File: src/cfa_pkg.sv
`default_nettype none
package cfa_pkg;

   // Command codes on the command port
   localparam logic [1:0] CMD_STATUS     = 2'h0;
   localparam logic [1:0] CMD_TR_READ    = 2'h1;
   localparam logic [1:0] CMD_TR_WRITE   = 2'h2;
   localparam logic [1:0] CMD_REC_READ   = 2'h3;

   // Completion codes
   localparam logic [2:0] STS_OK         = 3'h0;
   localparam logic [2:0] STS_PARAM      = 3'h1;
   localparam logic [2:0] STS_ACCESS     = 3'h2;
   localparam logic [2:0] STS_NOFILE     = 3'h3;
   localparam logic [2:0] STS_RANGE      = 3'h4;
   localparam logic [2:0] STS_NODATA     = 3'h5;
   localparam logic [2:0] STS_LENGTH     = 3'h6;

   // Status command first parameter byte
   localparam logic [7:0] APP_NO_IND     = 8'h00;
   localparam logic [7:0] APP_INIT       = 8'h01;
   localparam logic [7:0] APP_TERM       = 8'h02;

   // Status command second parameter byte
   localparam logic [7:0] STAT_SEL_RSP   = 8'h00;
   localparam logic [7:0] STAT_NAME_RSP  = 8'h01;
   localparam logic [7:0] STAT_NO_DATA   = 8'h0C;

   // Response kind reported for a status command
   localparam logic [1:0] KIND_NONE      = 2'h0;
   localparam logic [1:0] KIND_SELECT    = 2'h1;
   localparam logic [1:0] KIND_NAME      = 2'h2;

   // Transparent first parameter byte fields
   localparam int         TR_SFI_FLAG    = 7;
   localparam logic [2:0] TR_SFI_CODE    = 3'h4;

   // Record read parameter byte fields: mode and SFI in the second byte, current record number in the first
   localparam logic [2:0] MODE_NEXT      = 3'h2;
   localparam logic [2:0] MODE_PREV      = 3'h3;
   localparam logic [2:0] MODE_ABS       = 3'h4;
   localparam logic [4:0] SFI_CURRENT    = 5'h00;
   localparam logic [4:0] SFI_RESERVED   = 5'h1F;
   localparam logic [7:0] REC_CUR_NUM    = 8'h00;

   // File geometry
   localparam int         TF_SIZE        = 256;
   localparam int         TF_AW          = 8;
   localparam int         REC_NUM        = 8;
   localparam int         REC_LEN        = 16;
   localparam int         REC_AW         = 7;
   localparam logic [3:0] REC_FIRST      = 4'h1;
   localparam logic [3:0] REC_LAST       = 4'h8;
   localparam logic [8:0] LEN_MAX        = 9'h100;
   localparam logic [8:0] REC_LEN_W      = 9'h010;
   localparam logic [15:0] TF_SIZE_W     = 16'h0100;

   // Reset values
   localparam logic [3:0] PTR_RESET      = 4'h0;

   typedef enum logic [2:0]
   {
      ST_IDLE  = 3'b001,
      ST_READ  = 3'b010,
      ST_WRITE = 3'b100
   } cfa_state_e;

endpackage

`default_nettype wire

File: src/cfa_file_cmd.sv
`timescale 1ns/1ps
`default_nettype none

module cfa_file_cmd
(
   // Clock and reset
   input  wire logic       clk,
   input  wire logic       rst_n,
   // Command frame
   input  wire logic       cmd_valid,
   output var  logic       cmd_ready,
   input  wire logic [1:0] cmd_code,
   input  wire logic [7:0] cmd_p1,
   input  wire logic [7:0] cmd_p2,
   input  wire logic [7:0] cmd_p3,
   // Write data stream
   input  wire logic       wr_valid,
   output var  logic       wr_ready,
   input  wire logic [7:0] wr_data,
   // Response data stream
   output var  logic       rsp_valid,
   input  wire logic       rsp_ready,
   output var  logic [7:0] rsp_data,
   // Completion
   output var  logic       done,
   output var  logic [2:0] done_status,
   // Application indications
   output var  logic       app_init_ind,
   output var  logic       app_term_ind,
   output var  logic [1:0] status_rsp_kind,
   // File environment
   input  wire logic       read_granted,
   input  wire logic       update_granted,
   input  wire logic       rec_cyclic,
   input  wire logic [4:0] tf_sfi,
   input  wire logic [4:0] rf_sfi,
   input  wire logic       ef_reselect,
   // File content loading
   input  wire logic       load_valid,
   input  wire logic       load_rec,
   input  wire logic [7:0] load_addr,
   input  wire logic [7:0] load_data,
   // Record pointer state
   output var  logic [3:0] rec_ptr,
   output var  logic       rec_ptr_set
);

   logic [7:0]  tf_mem  [0:cfa_pkg::TF_SIZE-1];
   logic [7:0]  rec_mem [0:(cfa_pkg::REC_NUM*cfa_pkg::REC_LEN)-1];

   cfa_pkg::cfa_state_e state_reg;
   logic [14:0] addr_reg;
   logic [8:0]  len_reg;
   logic [8:0]  cnt_reg;
   logic        src_rec_reg;

   // Decode results
   logic [2:0]  dec_status;
   logic        dec_go_read;
   logic        dec_go_write;
   logic        dec_src_rec;
   logic [14:0] dec_addr;
   logic [8:0]  dec_len;
   logic [3:0]  dec_rec;
   logic        dec_ptr_upd;
   logic [1:0]  dec_kind;
   logic        dec_init;
   logic        dec_term;
   logic [14:0] tr_off;
   logic        tr_sfi_ok;
   logic        tr_param_ok;
   logic [8:0]  tr_len;
   logic [15:0] tr_end;
   logic [2:0]  rec_mode;
   logic [4:0]  rec_sfi;

   logic        cmd_fire;
   logic        wr_fire;
   logic        buf_in_ready;
   logic        buf_push;
   logic [7:0]  rd_byte;
   logic        last_byte;

   assign cmd_fire  = cmd_valid && cmd_ready;
   assign wr_fire   = wr_valid && wr_ready;
   assign last_byte = (cnt_reg == (len_reg - 9'h001));
   assign buf_push  = (state_reg == cfa_pkg::ST_READ);
   assign rd_byte   = src_rec_reg ? rec_mem[addr_reg[cfa_pkg::REC_AW-1:0]]
                                  : tf_mem[addr_reg[cfa_pkg::TF_AW-1:0]];

   always_comb
   begin
      dec_status  = cfa_pkg::STS_OK;
      dec_go_read = 1'b0;
      dec_go_write = 1'b0;
      dec_src_rec = 1'b0;
      dec_addr    = 15'h0000;
      dec_len     = 9'h000;
      dec_rec     = rec_ptr;
      dec_ptr_upd = 1'b0;
      dec_kind    = cfa_pkg::KIND_NONE;
      dec_init    = 1'b0;
      dec_term    = 1'b0;
      tr_off      = {cmd_p1[6:0], cmd_p2};
      tr_sfi_ok   = 1'b1;
      tr_param_ok = 1'b1;
      if (cmd_p1[cfa_pkg::TR_SFI_FLAG])
      begin
         tr_off      = {7'h00, cmd_p2};
         tr_param_ok = (cmd_p1[7:5] == cfa_pkg::TR_SFI_CODE);
         tr_sfi_ok   = (cmd_p1[4:0] == tf_sfi) && (tf_sfi != 5'h00);
      end
      // Zero length byte means the full short length
      tr_len   = (cmd_p3 == 8'h00) ? cfa_pkg::LEN_MAX : {1'b0, cmd_p3};
      tr_end   = {1'b0, tr_off} + {7'h00, tr_len};
      rec_mode = cmd_p2[2:0];
      rec_sfi  = cmd_p2[7:3];
      case (cmd_code)
         cfa_pkg::CMD_STATUS:
         begin
            if (cmd_p1 > cfa_pkg::APP_TERM)
               dec_status = cfa_pkg::STS_PARAM;
            else if (cmd_p2 == cfa_pkg::STAT_SEL_RSP)
               dec_kind = cfa_pkg::KIND_SELECT;
            else if (cmd_p2 == cfa_pkg::STAT_NAME_RSP)
               dec_kind = cfa_pkg::KIND_NAME;
            else if (cmd_p2 != cfa_pkg::STAT_NO_DATA)
               dec_status = cfa_pkg::STS_PARAM;
            if (dec_status == cfa_pkg::STS_OK)
            begin
               dec_init = (cmd_p1 == cfa_pkg::APP_INIT);
               dec_term = (cmd_p1 == cfa_pkg::APP_TERM);
            end
         end
         cfa_pkg::CMD_TR_READ,
         cfa_pkg::CMD_TR_WRITE:
         begin
            // Same parameter decode for both directions
            dec_addr = tr_off;
            dec_len  = tr_len;
            if (!tr_param_ok)
               dec_status = cfa_pkg::STS_PARAM;
            else if (!tr_sfi_ok)
               dec_status = cfa_pkg::STS_NOFILE;
            else if ((cmd_code == cfa_pkg::CMD_TR_READ) && !read_granted)
               dec_status = cfa_pkg::STS_ACCESS;
            else if ((cmd_code == cfa_pkg::CMD_TR_WRITE) && !update_granted)
               dec_status = cfa_pkg::STS_ACCESS;
            else if ((cmd_code == cfa_pkg::CMD_TR_WRITE) && (cmd_p3 == 8'h00))
               dec_status = cfa_pkg::STS_LENGTH;
            else if (tr_end > cfa_pkg::TF_SIZE_W)
               dec_status = cfa_pkg::STS_RANGE;
            else if (cmd_code == cfa_pkg::CMD_TR_READ)
               dec_go_read = 1'b1;
            else
               dec_go_write = 1'b1;
         end
         default:
         begin
            dec_src_rec = 1'b1;
            dec_len     = cfa_pkg::REC_LEN_W;
            if (rec_sfi == cfa_pkg::SFI_RESERVED)
               dec_status = cfa_pkg::STS_PARAM;
            else if ((rec_mode != cfa_pkg::MODE_NEXT) && (rec_mode != cfa_pkg::MODE_PREV) &&
                     (rec_mode != cfa_pkg::MODE_ABS))
               dec_status = cfa_pkg::STS_PARAM;
            else if ((rec_sfi != cfa_pkg::SFI_CURRENT) && (rec_sfi != rf_sfi))
               dec_status = cfa_pkg::STS_NOFILE;
            else if (!read_granted)
               dec_status = cfa_pkg::STS_ACCESS;
            else if (tr_len != cfa_pkg::REC_LEN_W)
               dec_status = cfa_pkg::STS_LENGTH;
            else
            begin
               case (rec_mode)
                  cfa_pkg::MODE_NEXT:
                  begin
                     dec_ptr_upd = 1'b1;
                     if (!rec_ptr_set)
                        dec_rec = cfa_pkg::REC_FIRST;
                     else if (rec_ptr != cfa_pkg::REC_LAST)
                        dec_rec = rec_ptr + 4'h1;
                     else if (rec_cyclic)
                        dec_rec = cfa_pkg::REC_FIRST;
                     else
                     begin
                        dec_ptr_upd = 1'b0;
                        dec_status  = cfa_pkg::STS_NODATA;
                     end
                  end
                  cfa_pkg::MODE_PREV:
                  begin
                     dec_ptr_upd = 1'b1;
                     if (!rec_ptr_set)
                        dec_rec = cfa_pkg::REC_LAST;
                     else if (rec_ptr != cfa_pkg::REC_FIRST)
                        dec_rec = rec_ptr - 4'h1;
                     else if (rec_cyclic)
                        dec_rec = cfa_pkg::REC_LAST;
                     else
                     begin
                        dec_ptr_upd = 1'b0;
                        dec_status  = cfa_pkg::STS_NODATA;
                     end
                  end
                  default:
                  begin
                     if (cmd_p1 == cfa_pkg::REC_CUR_NUM)
                     begin
                        // Current record needs a pointer already set
                        if (!rec_ptr_set)
                           dec_status = cfa_pkg::STS_NODATA;
                     end
                     else if (cmd_p1 > {4'h0, cfa_pkg::REC_LAST})
                        dec_status = cfa_pkg::STS_RANGE;
                     else
                        dec_rec = cmd_p1[3:0];
                  end
               endcase
               if (dec_status == cfa_pkg::STS_OK)
               begin
                  dec_go_read = 1'b1;
                  dec_addr    = {8'h00, dec_rec[2:0] - 3'h1, 4'h0};
               end
               else
                  dec_ptr_upd = 1'b0;
            end
         end
      endcase
   end

   // Sequencing of the active command
   always_ff @(posedge clk or negedge rst_n)
   begin
      if (!rst_n)
      begin
         state_reg   <= cfa_pkg::ST_IDLE;
         cmd_ready   <= 1'b1;
         wr_ready    <= 1'b0;
         addr_reg    <= 15'h0000;
         len_reg     <= 9'h000;
         cnt_reg     <= 9'h000;
         src_rec_reg <= 1'b0;
         done        <= 1'b0;
         done_status <= cfa_pkg::STS_OK;
      end
      else
      begin
         done <= 1'b0;
         case (state_reg)
            cfa_pkg::ST_IDLE:
            begin
               if (cmd_fire)
               begin
                  addr_reg    <= dec_addr;
                  len_reg     <= dec_len;
                  cnt_reg     <= 9'h000;
                  src_rec_reg <= dec_src_rec;
                  done_status <= dec_status;
                  if (dec_go_read)
                  begin
                     state_reg <= cfa_pkg::ST_READ;
                     cmd_ready <= 1'b0;
                  end
                  else if (dec_go_write)
                  begin
                     state_reg <= cfa_pkg::ST_WRITE;
                     cmd_ready <= 1'b0;
                     wr_ready  <= 1'b1;
                  end
                  else
                     done <= 1'b1;
               end
            end
            cfa_pkg::ST_READ:
            begin
               if (buf_in_ready)
               begin
                  addr_reg <= addr_reg + 15'h0001;
                  cnt_reg  <= cnt_reg + 9'h001;
                  if (last_byte)
                  begin
                     state_reg <= cfa_pkg::ST_IDLE;
                     cmd_ready <= 1'b1;
                     done      <= 1'b1;
                  end
               end
            end
            cfa_pkg::ST_WRITE:
            begin
               if (wr_fire)
               begin
                  addr_reg <= addr_reg + 15'h0001;
                  cnt_reg  <= cnt_reg + 9'h001;
                  if (last_byte)
                  begin
                     state_reg <= cfa_pkg::ST_IDLE;
                     cmd_ready <= 1'b1;
                     wr_ready  <= 1'b0;
                     done      <= 1'b1;
                  end
               end
            end
            default:
            begin
               state_reg <= cfa_pkg::ST_IDLE;
               cmd_ready <= 1'b1;
               wr_ready  <= 1'b0;
            end
         endcase
      end
   end

   // File contents; loading only while no command runs
   always_ff @(posedge clk)
   begin
      if (wr_fire)
         tf_mem[addr_reg[cfa_pkg::TF_AW-1:0]] <= wr_data;
      else if (load_valid && !load_rec && (state_reg == cfa_pkg::ST_IDLE))
         tf_mem[load_addr] <= load_data;
      if (load_valid && load_rec && (state_reg == cfa_pkg::ST_IDLE))
         rec_mem[load_addr[cfa_pkg::REC_AW-1:0]] <= load_data;
   end

   // Record pointer; a new file selection forgets it, but only in idle with no command accepted in that cycle
   always_ff @(posedge clk or negedge rst_n)
   begin
      if (!rst_n)
      begin
         rec_ptr     <= cfa_pkg::PTR_RESET;
         rec_ptr_set <= 1'b0;
      end
      else if (cmd_fire && dec_ptr_upd)
      begin
         rec_ptr     <= dec_rec;
         rec_ptr_set <= 1'b1;
      end
      else if (ef_reselect && (state_reg == cfa_pkg::ST_IDLE) && !cmd_fire)
      begin
         rec_ptr     <= cfa_pkg::PTR_RESET;
         rec_ptr_set <= 1'b0;
      end
   end

   // Indications toward the selected application
   always_ff @(posedge clk or negedge rst_n)
   begin
      if (!rst_n)
      begin
         app_init_ind    <= 1'b0;
         app_term_ind    <= 1'b0;
         status_rsp_kind <= cfa_pkg::KIND_NONE;
      end
      else
      begin
         app_init_ind <= cmd_fire && (cmd_code == cfa_pkg::CMD_STATUS) && dec_init;
         app_term_ind <= cmd_fire && (cmd_code == cfa_pkg::CMD_STATUS) && dec_term;
         if (cmd_fire && (cmd_code == cfa_pkg::CMD_STATUS) &&
             (dec_status == cfa_pkg::STS_OK))
            status_rsp_kind <= dec_kind;
      end
   end

   // Receiver stall holds the read sequencer, no byte is lost
   cfa_skid_buf u_rsp_buf
   (
      .clk       (clk),
      .rst_n     (rst_n),
      .in_valid  (buf_push),
      .in_ready  (buf_in_ready),
      .in_data   (rd_byte),
      .out_valid (rsp_valid),
      .out_ready (rsp_ready),
      .out_data  (rsp_data)
   );

endmodule // cfa_file_cmd

`default_nettype wire

File: src/cfa_skid_buf.sv
`timescale 1ns/1ps
`default_nettype none

// Two-entry buffer, outputs straight from flops
module cfa_skid_buf
(
   // Clock and reset
   input  wire logic       clk,
   input  wire logic       rst_n,
   // Filling side
   input  wire logic       in_valid,
   output var  logic       in_ready,
   input  wire logic [7:0] in_data,
   // Draining side
   output var  logic       out_valid,
   input  wire logic       out_ready,
   output var  logic [7:0] out_data
);

   logic       sk_valid_reg;
   logic [7:0] sk_data_reg;

   // Ready is registered so the filler never sees a combinational path
   assign in_ready = !sk_valid_reg;

   always_ff @(posedge clk or negedge rst_n)
   begin
      if (!rst_n)
      begin
         out_valid    <= 1'b0;
         out_data     <= 8'h00;
         sk_valid_reg <= 1'b0;
         sk_data_reg  <= 8'h00;
      end
      else if (out_ready || !out_valid)
      begin
         if (sk_valid_reg)
         begin
            out_valid    <= 1'b1;
            out_data     <= sk_data_reg;
            sk_valid_reg <= 1'b0;
         end
         else
         begin
            out_valid <= in_valid;
            out_data  <= in_data;
         end
      end
      else if (in_valid && !sk_valid_reg)
      begin
         sk_valid_reg <= 1'b1;
         sk_data_reg  <= in_data;
      end
   end

endmodule // cfa_skid_buf

`default_nettype wire

File: config.mk
export PLATFORM = sky130hd
export DESIGN_NAME = cfa_file_cmd
export DESIGN_NICKNAME = d
export VERILOG_FILES = /design/src/cfa_pkg.sv /design/src/cfa_file_cmd.sv /design/src/cfa_skid_buf.sv
export SDC_FILE = /design/constraint.sdc
export NUM_CORES = 2
export LEC_CHECK = 0
export ABC_AREA = 1
export BUFFER_PORTS_ARGS = -buffer_cell sky130_fd_sc_hd__buf_2
export CORE_MARGIN = 3
export CORE_UTILIZATION = 37
export CTS_BUF_LIST = sky130_fd_sc_hd__clkbuf_8
export DETAILED_ROUTE_END_ITERATION = 8
export PLACE_DENSITY_LB_ADDON = 0.15
export SLEW_MARGIN = 0
export SYNTH_ARGS = -nofsm -noshare
export SYNTH_HDL_FRONTEND = slang
export SYNTH_SLANG_ARGS = --single-unit
File: constraint.sdc
create_clock -name clk -period 5.7 [get_ports clk]
set_input_delay 1.14 -clock clk [delete_from_list [all_inputs] [get_ports clk]]
set_output_delay 1.14 -clock clk [all_outputs]
set_load 0.005 [all_outputs]
==> key figures <==
Outcome
  • Outcome: complete, no violations

Clocking
  • CTS sink count: 3135
  • H-tree levels: 6
  • CTS Buf Count: 549
  • Max Buffers Root-to-Sink: 4
  • CTS hold repair buffers: 0
  • Clk root buf: clkbuf_8
  • Worst-Skew Late Latency: 1.18 ns
  • Clock-pin slew on the worst setup and hold paths: 0.07 ns
  • # resized after CTS: 0
  • TritonCTS clock tree: done
  • Post-CTS Setup Bufs: 0

Finish
  • Most frequent cells in the layout: edfxtp_1 (3072), nand2_1 (2385), nor2_1 (2211), o21ai_0 (1200), nand3_1 (841)
  • Nets: 12000
  • Area delta synth->final: 12.2%
  • Fin area: 0.147 mm^2
  • Top reg by flops: tf_mem
  • Most common cell after layout, fill and taps aside: edfxtp_1
  • Fill cells: 34000
  • Fraction of layout cells with a size suffix above 1: 0.0882
  • Largest register FFs: 2048

Global route
  • GR Overflow Total: 0
  • Total Routing Usage GR: 0.223
  • First-pass GRT wire length: 605000 um
  • Largest net degree at the start of global routing: 167
  • Initial antenna violation count: 33
  • Vias in the first global route: 90000

Pwr
  • Clk network pwr share: 0.290
  • Net Switching: 25.4 mW
  • Pwr/cell area: 449 mW/mm^2
  • Peak VDD IR: 326 uV
  • Power Total: 66.3 mW
  • Switching portion of total power: 0.384
  • Lkg Pwr: 52.9 nW
  • P_int: 40.8 mW
  • Gate power share: 0.310
  • Flop pwr share: 0.400

Critical path
  • Critical Path AT: 5.36 ns
  • Crit path max fanout: 16
  • Crit path required time: 6.45 ns
  • Crit path launch type: flop
  • Critical path class: reg -> reg
  • Setup crit end kind: flop

Die
  • Row count: 218
  • Die H: 602 um
  • Core area: 0.353 mm^2
  • Chip width: 602 um
  • Die area: 0.362 mm^2
  • IO Pins: 95
  • Initial core utilization: 0.372

STA
  • Setup violators final: 0
  • Crit path time final: 4.61 ns
  • Max-slew violations: 0
  • Hold Fails Final Rpt: 0
  • Fmax: 217 MHz
  • Setup TNS: 0 ns
  • Max_slew headroom: 0.195
  • RSZ-0062 raised after global routing: false
  • Worst slew pin tran: 1.20 ns
  • Period Utilization, post-route: 0.808
  • Fin Clk Skew: 0.0815 ns

Synth
  • Post-synthesis mux area share: 0
  • Post-Syn Area: 0.131 mm^2
  • EDFF count, synth: 3072
  • Main combinational cell family by area after synthesis: simple AND/OR/NAND/NOR gates
  • Synthesized instance count: 11800
  • Post-synthesis compound-gate area fraction: 0.0719
  • Syn Area/Cell: 11.1 um^2
  • Post-synthesis register bit count: 3135
  • Synth Area in Simple Gates: 0.170
  • YS warnings: 0
  • Post-synthesis adder-cell area fraction: 0.00206
  • Synth Area in XOR/XNOR: 0.00180
  • Sequential share of the synthesized area: 0.714
  • Top_reg_cell synth: edfxtp_1
  • Mapped Nets: 11900
  • Post-synthesis async set-or-reset flop share: 0.0201
  • Netlist cell types: 53

Placement
  • Port buffer count: 94
  • DP HPWL: 246000 um
  • Area post-placement: 0.137 mm^2
  • Placer Congestion: 0.896

Detailed routing
  • Total Wirelength: 416000 um
  • Via-to-Cell Ratio: 5.26
  • Routed via count: 90000
  • Iter 0 DRT Violations: 8935
  • ANT nets after route: 0
  • DRC: 0
  • DR pass1 iterations: 6
  • Routed WL per cell: 24.3 um

Run
  • Max Cap Viol: 0

Min path
  • Hold Crit Class: in -> async
## synth_stat cells (9+ instances only)
cell | instances | area, um^2
edfxtp_1 | 3072 | 92200
nand2_1 | 2403 | 9020
nor2_1 | 2213 | 8310
o21ai_0 | 1200 | 6010
nand3_1 | 841 | 4210
inv_1 | 593 | 2230
clkbuf_1 | 401 | 1510
buf_2 | 207 | 1040
o211ai_1 | 203 | 1520
a21oi_1 | 167 | 836
o22ai_1 | 111 | 694
buf_1 | 87 | 327
dfrtp_1 | 61 | 1530
ha_1 | 20 | 250
nand4_1 | 20 | 125
nand2_2 | 18 | 113
or2_2 | 17 | 106
xor2_1 | 17 | 149
nor3_1 | 13 | 65.1
a31oi_1 | 11 | 68.8
nand3b_1 | 11 | 82.6
xnor2_1 | 10 | 87.6
o21ai_1 | 9 | 45.0
## routing by layer
metal  track usage  wire, um
met4        0.0795     14900
met2         0.367    198000
met5             0        85
met3        0.0316     24900
met1         0.302    178000
## kinds of logic (layout without fill, tap and decap cells)
family / count (synthesis) / count (layout)
compound gates: 1732 / 1732
xor+xnor: 27 / 27
fa+ha+maj: 21 / 21
buf+inv: 1311 / 1879
flops: 3135 / 3135
other cells: 0 / 13
simple gates: 5571 / 5571
## worst max-delay path: stages (launching register included)
cell and delay, ns:
dfrtp_1 1.03, inv_2 0.55, nand2_1 0.22, o21ai_2 0.09, nor2_1 0.82, nand2_2 0.65
nor2_1 0.76
## layout make-up
type                            instances  area [um^2]  area share
Timing Repair Buffer                  306         2960      0.0201
Antenna cell                           13         32.5    0.000221
Inverter                              606         2310      0.0157
Multi-Input combinational cell       7351        32400       0.220
Tap cell                             4730         5920      0.0401
Sequential cell                      3135        93800       0.637
Clock inverter                        406         2240      0.0152
Clock buffer                          561         7720      0.0524
## through the flow
step                      hold slack, ns  utilization  setup slack [ns]  std cells
after floorplan                    0.444            -             0.171      11800
after global placement             0.459        0.389             0.863      16100
after detailed placement           0.462        0.389             0.839      16100
after CTS                         0.0350        0.418              1.16      17100
after global routing               0.165        0.418              1.06      17100
final                              0.127        0.418              1.09      17100
## power groups by stage
stage               sequential [mW]  clock (mW)  combinational, mW
floorplan                      26.9           0               11.8
global placement               27.0           0               20.5
detailed placement             27.0           0               20.5
CTS                            26.5        19.7               20.6
global route                   26.5        20.7               22.3
finish                         26.5        19.2               20.5
## final timing paths
check | cells after the start | to | startpoint | slack, ns
worst max-delay path | 6 | tf_mem[250][5]$_DFFE_PP_ | addr_reg[5]$_DFFE_PN0P_ | 1.09
min in group clk | 4 | rec_ptr_set$_DFFE_PN0P_ | ef_reselect | 0.30
worst max register to register | 6 | tf_mem[250][5]$_DFFE_PP_ | addr_reg[5]$_DFFE_PN0P_ | 1.09
max in group asynchronous | 2 | addr_reg[0]$_DFFE_PN0P_ | rst_n | 4.81
worst min-delay path | 2 | status_rsp_kind[0]$_DFFE_PN0P_ | rst_n | 0.13
worst min register to register | 2 | u_rsp_buf.sk_data_reg[2]$_DFFE_PN0P_ | u_rsp_buf.sk_data_reg[2]$_DFFE_PN0P_ | 0.48
No activity file was read; power rests on OpenSTA's default activity.
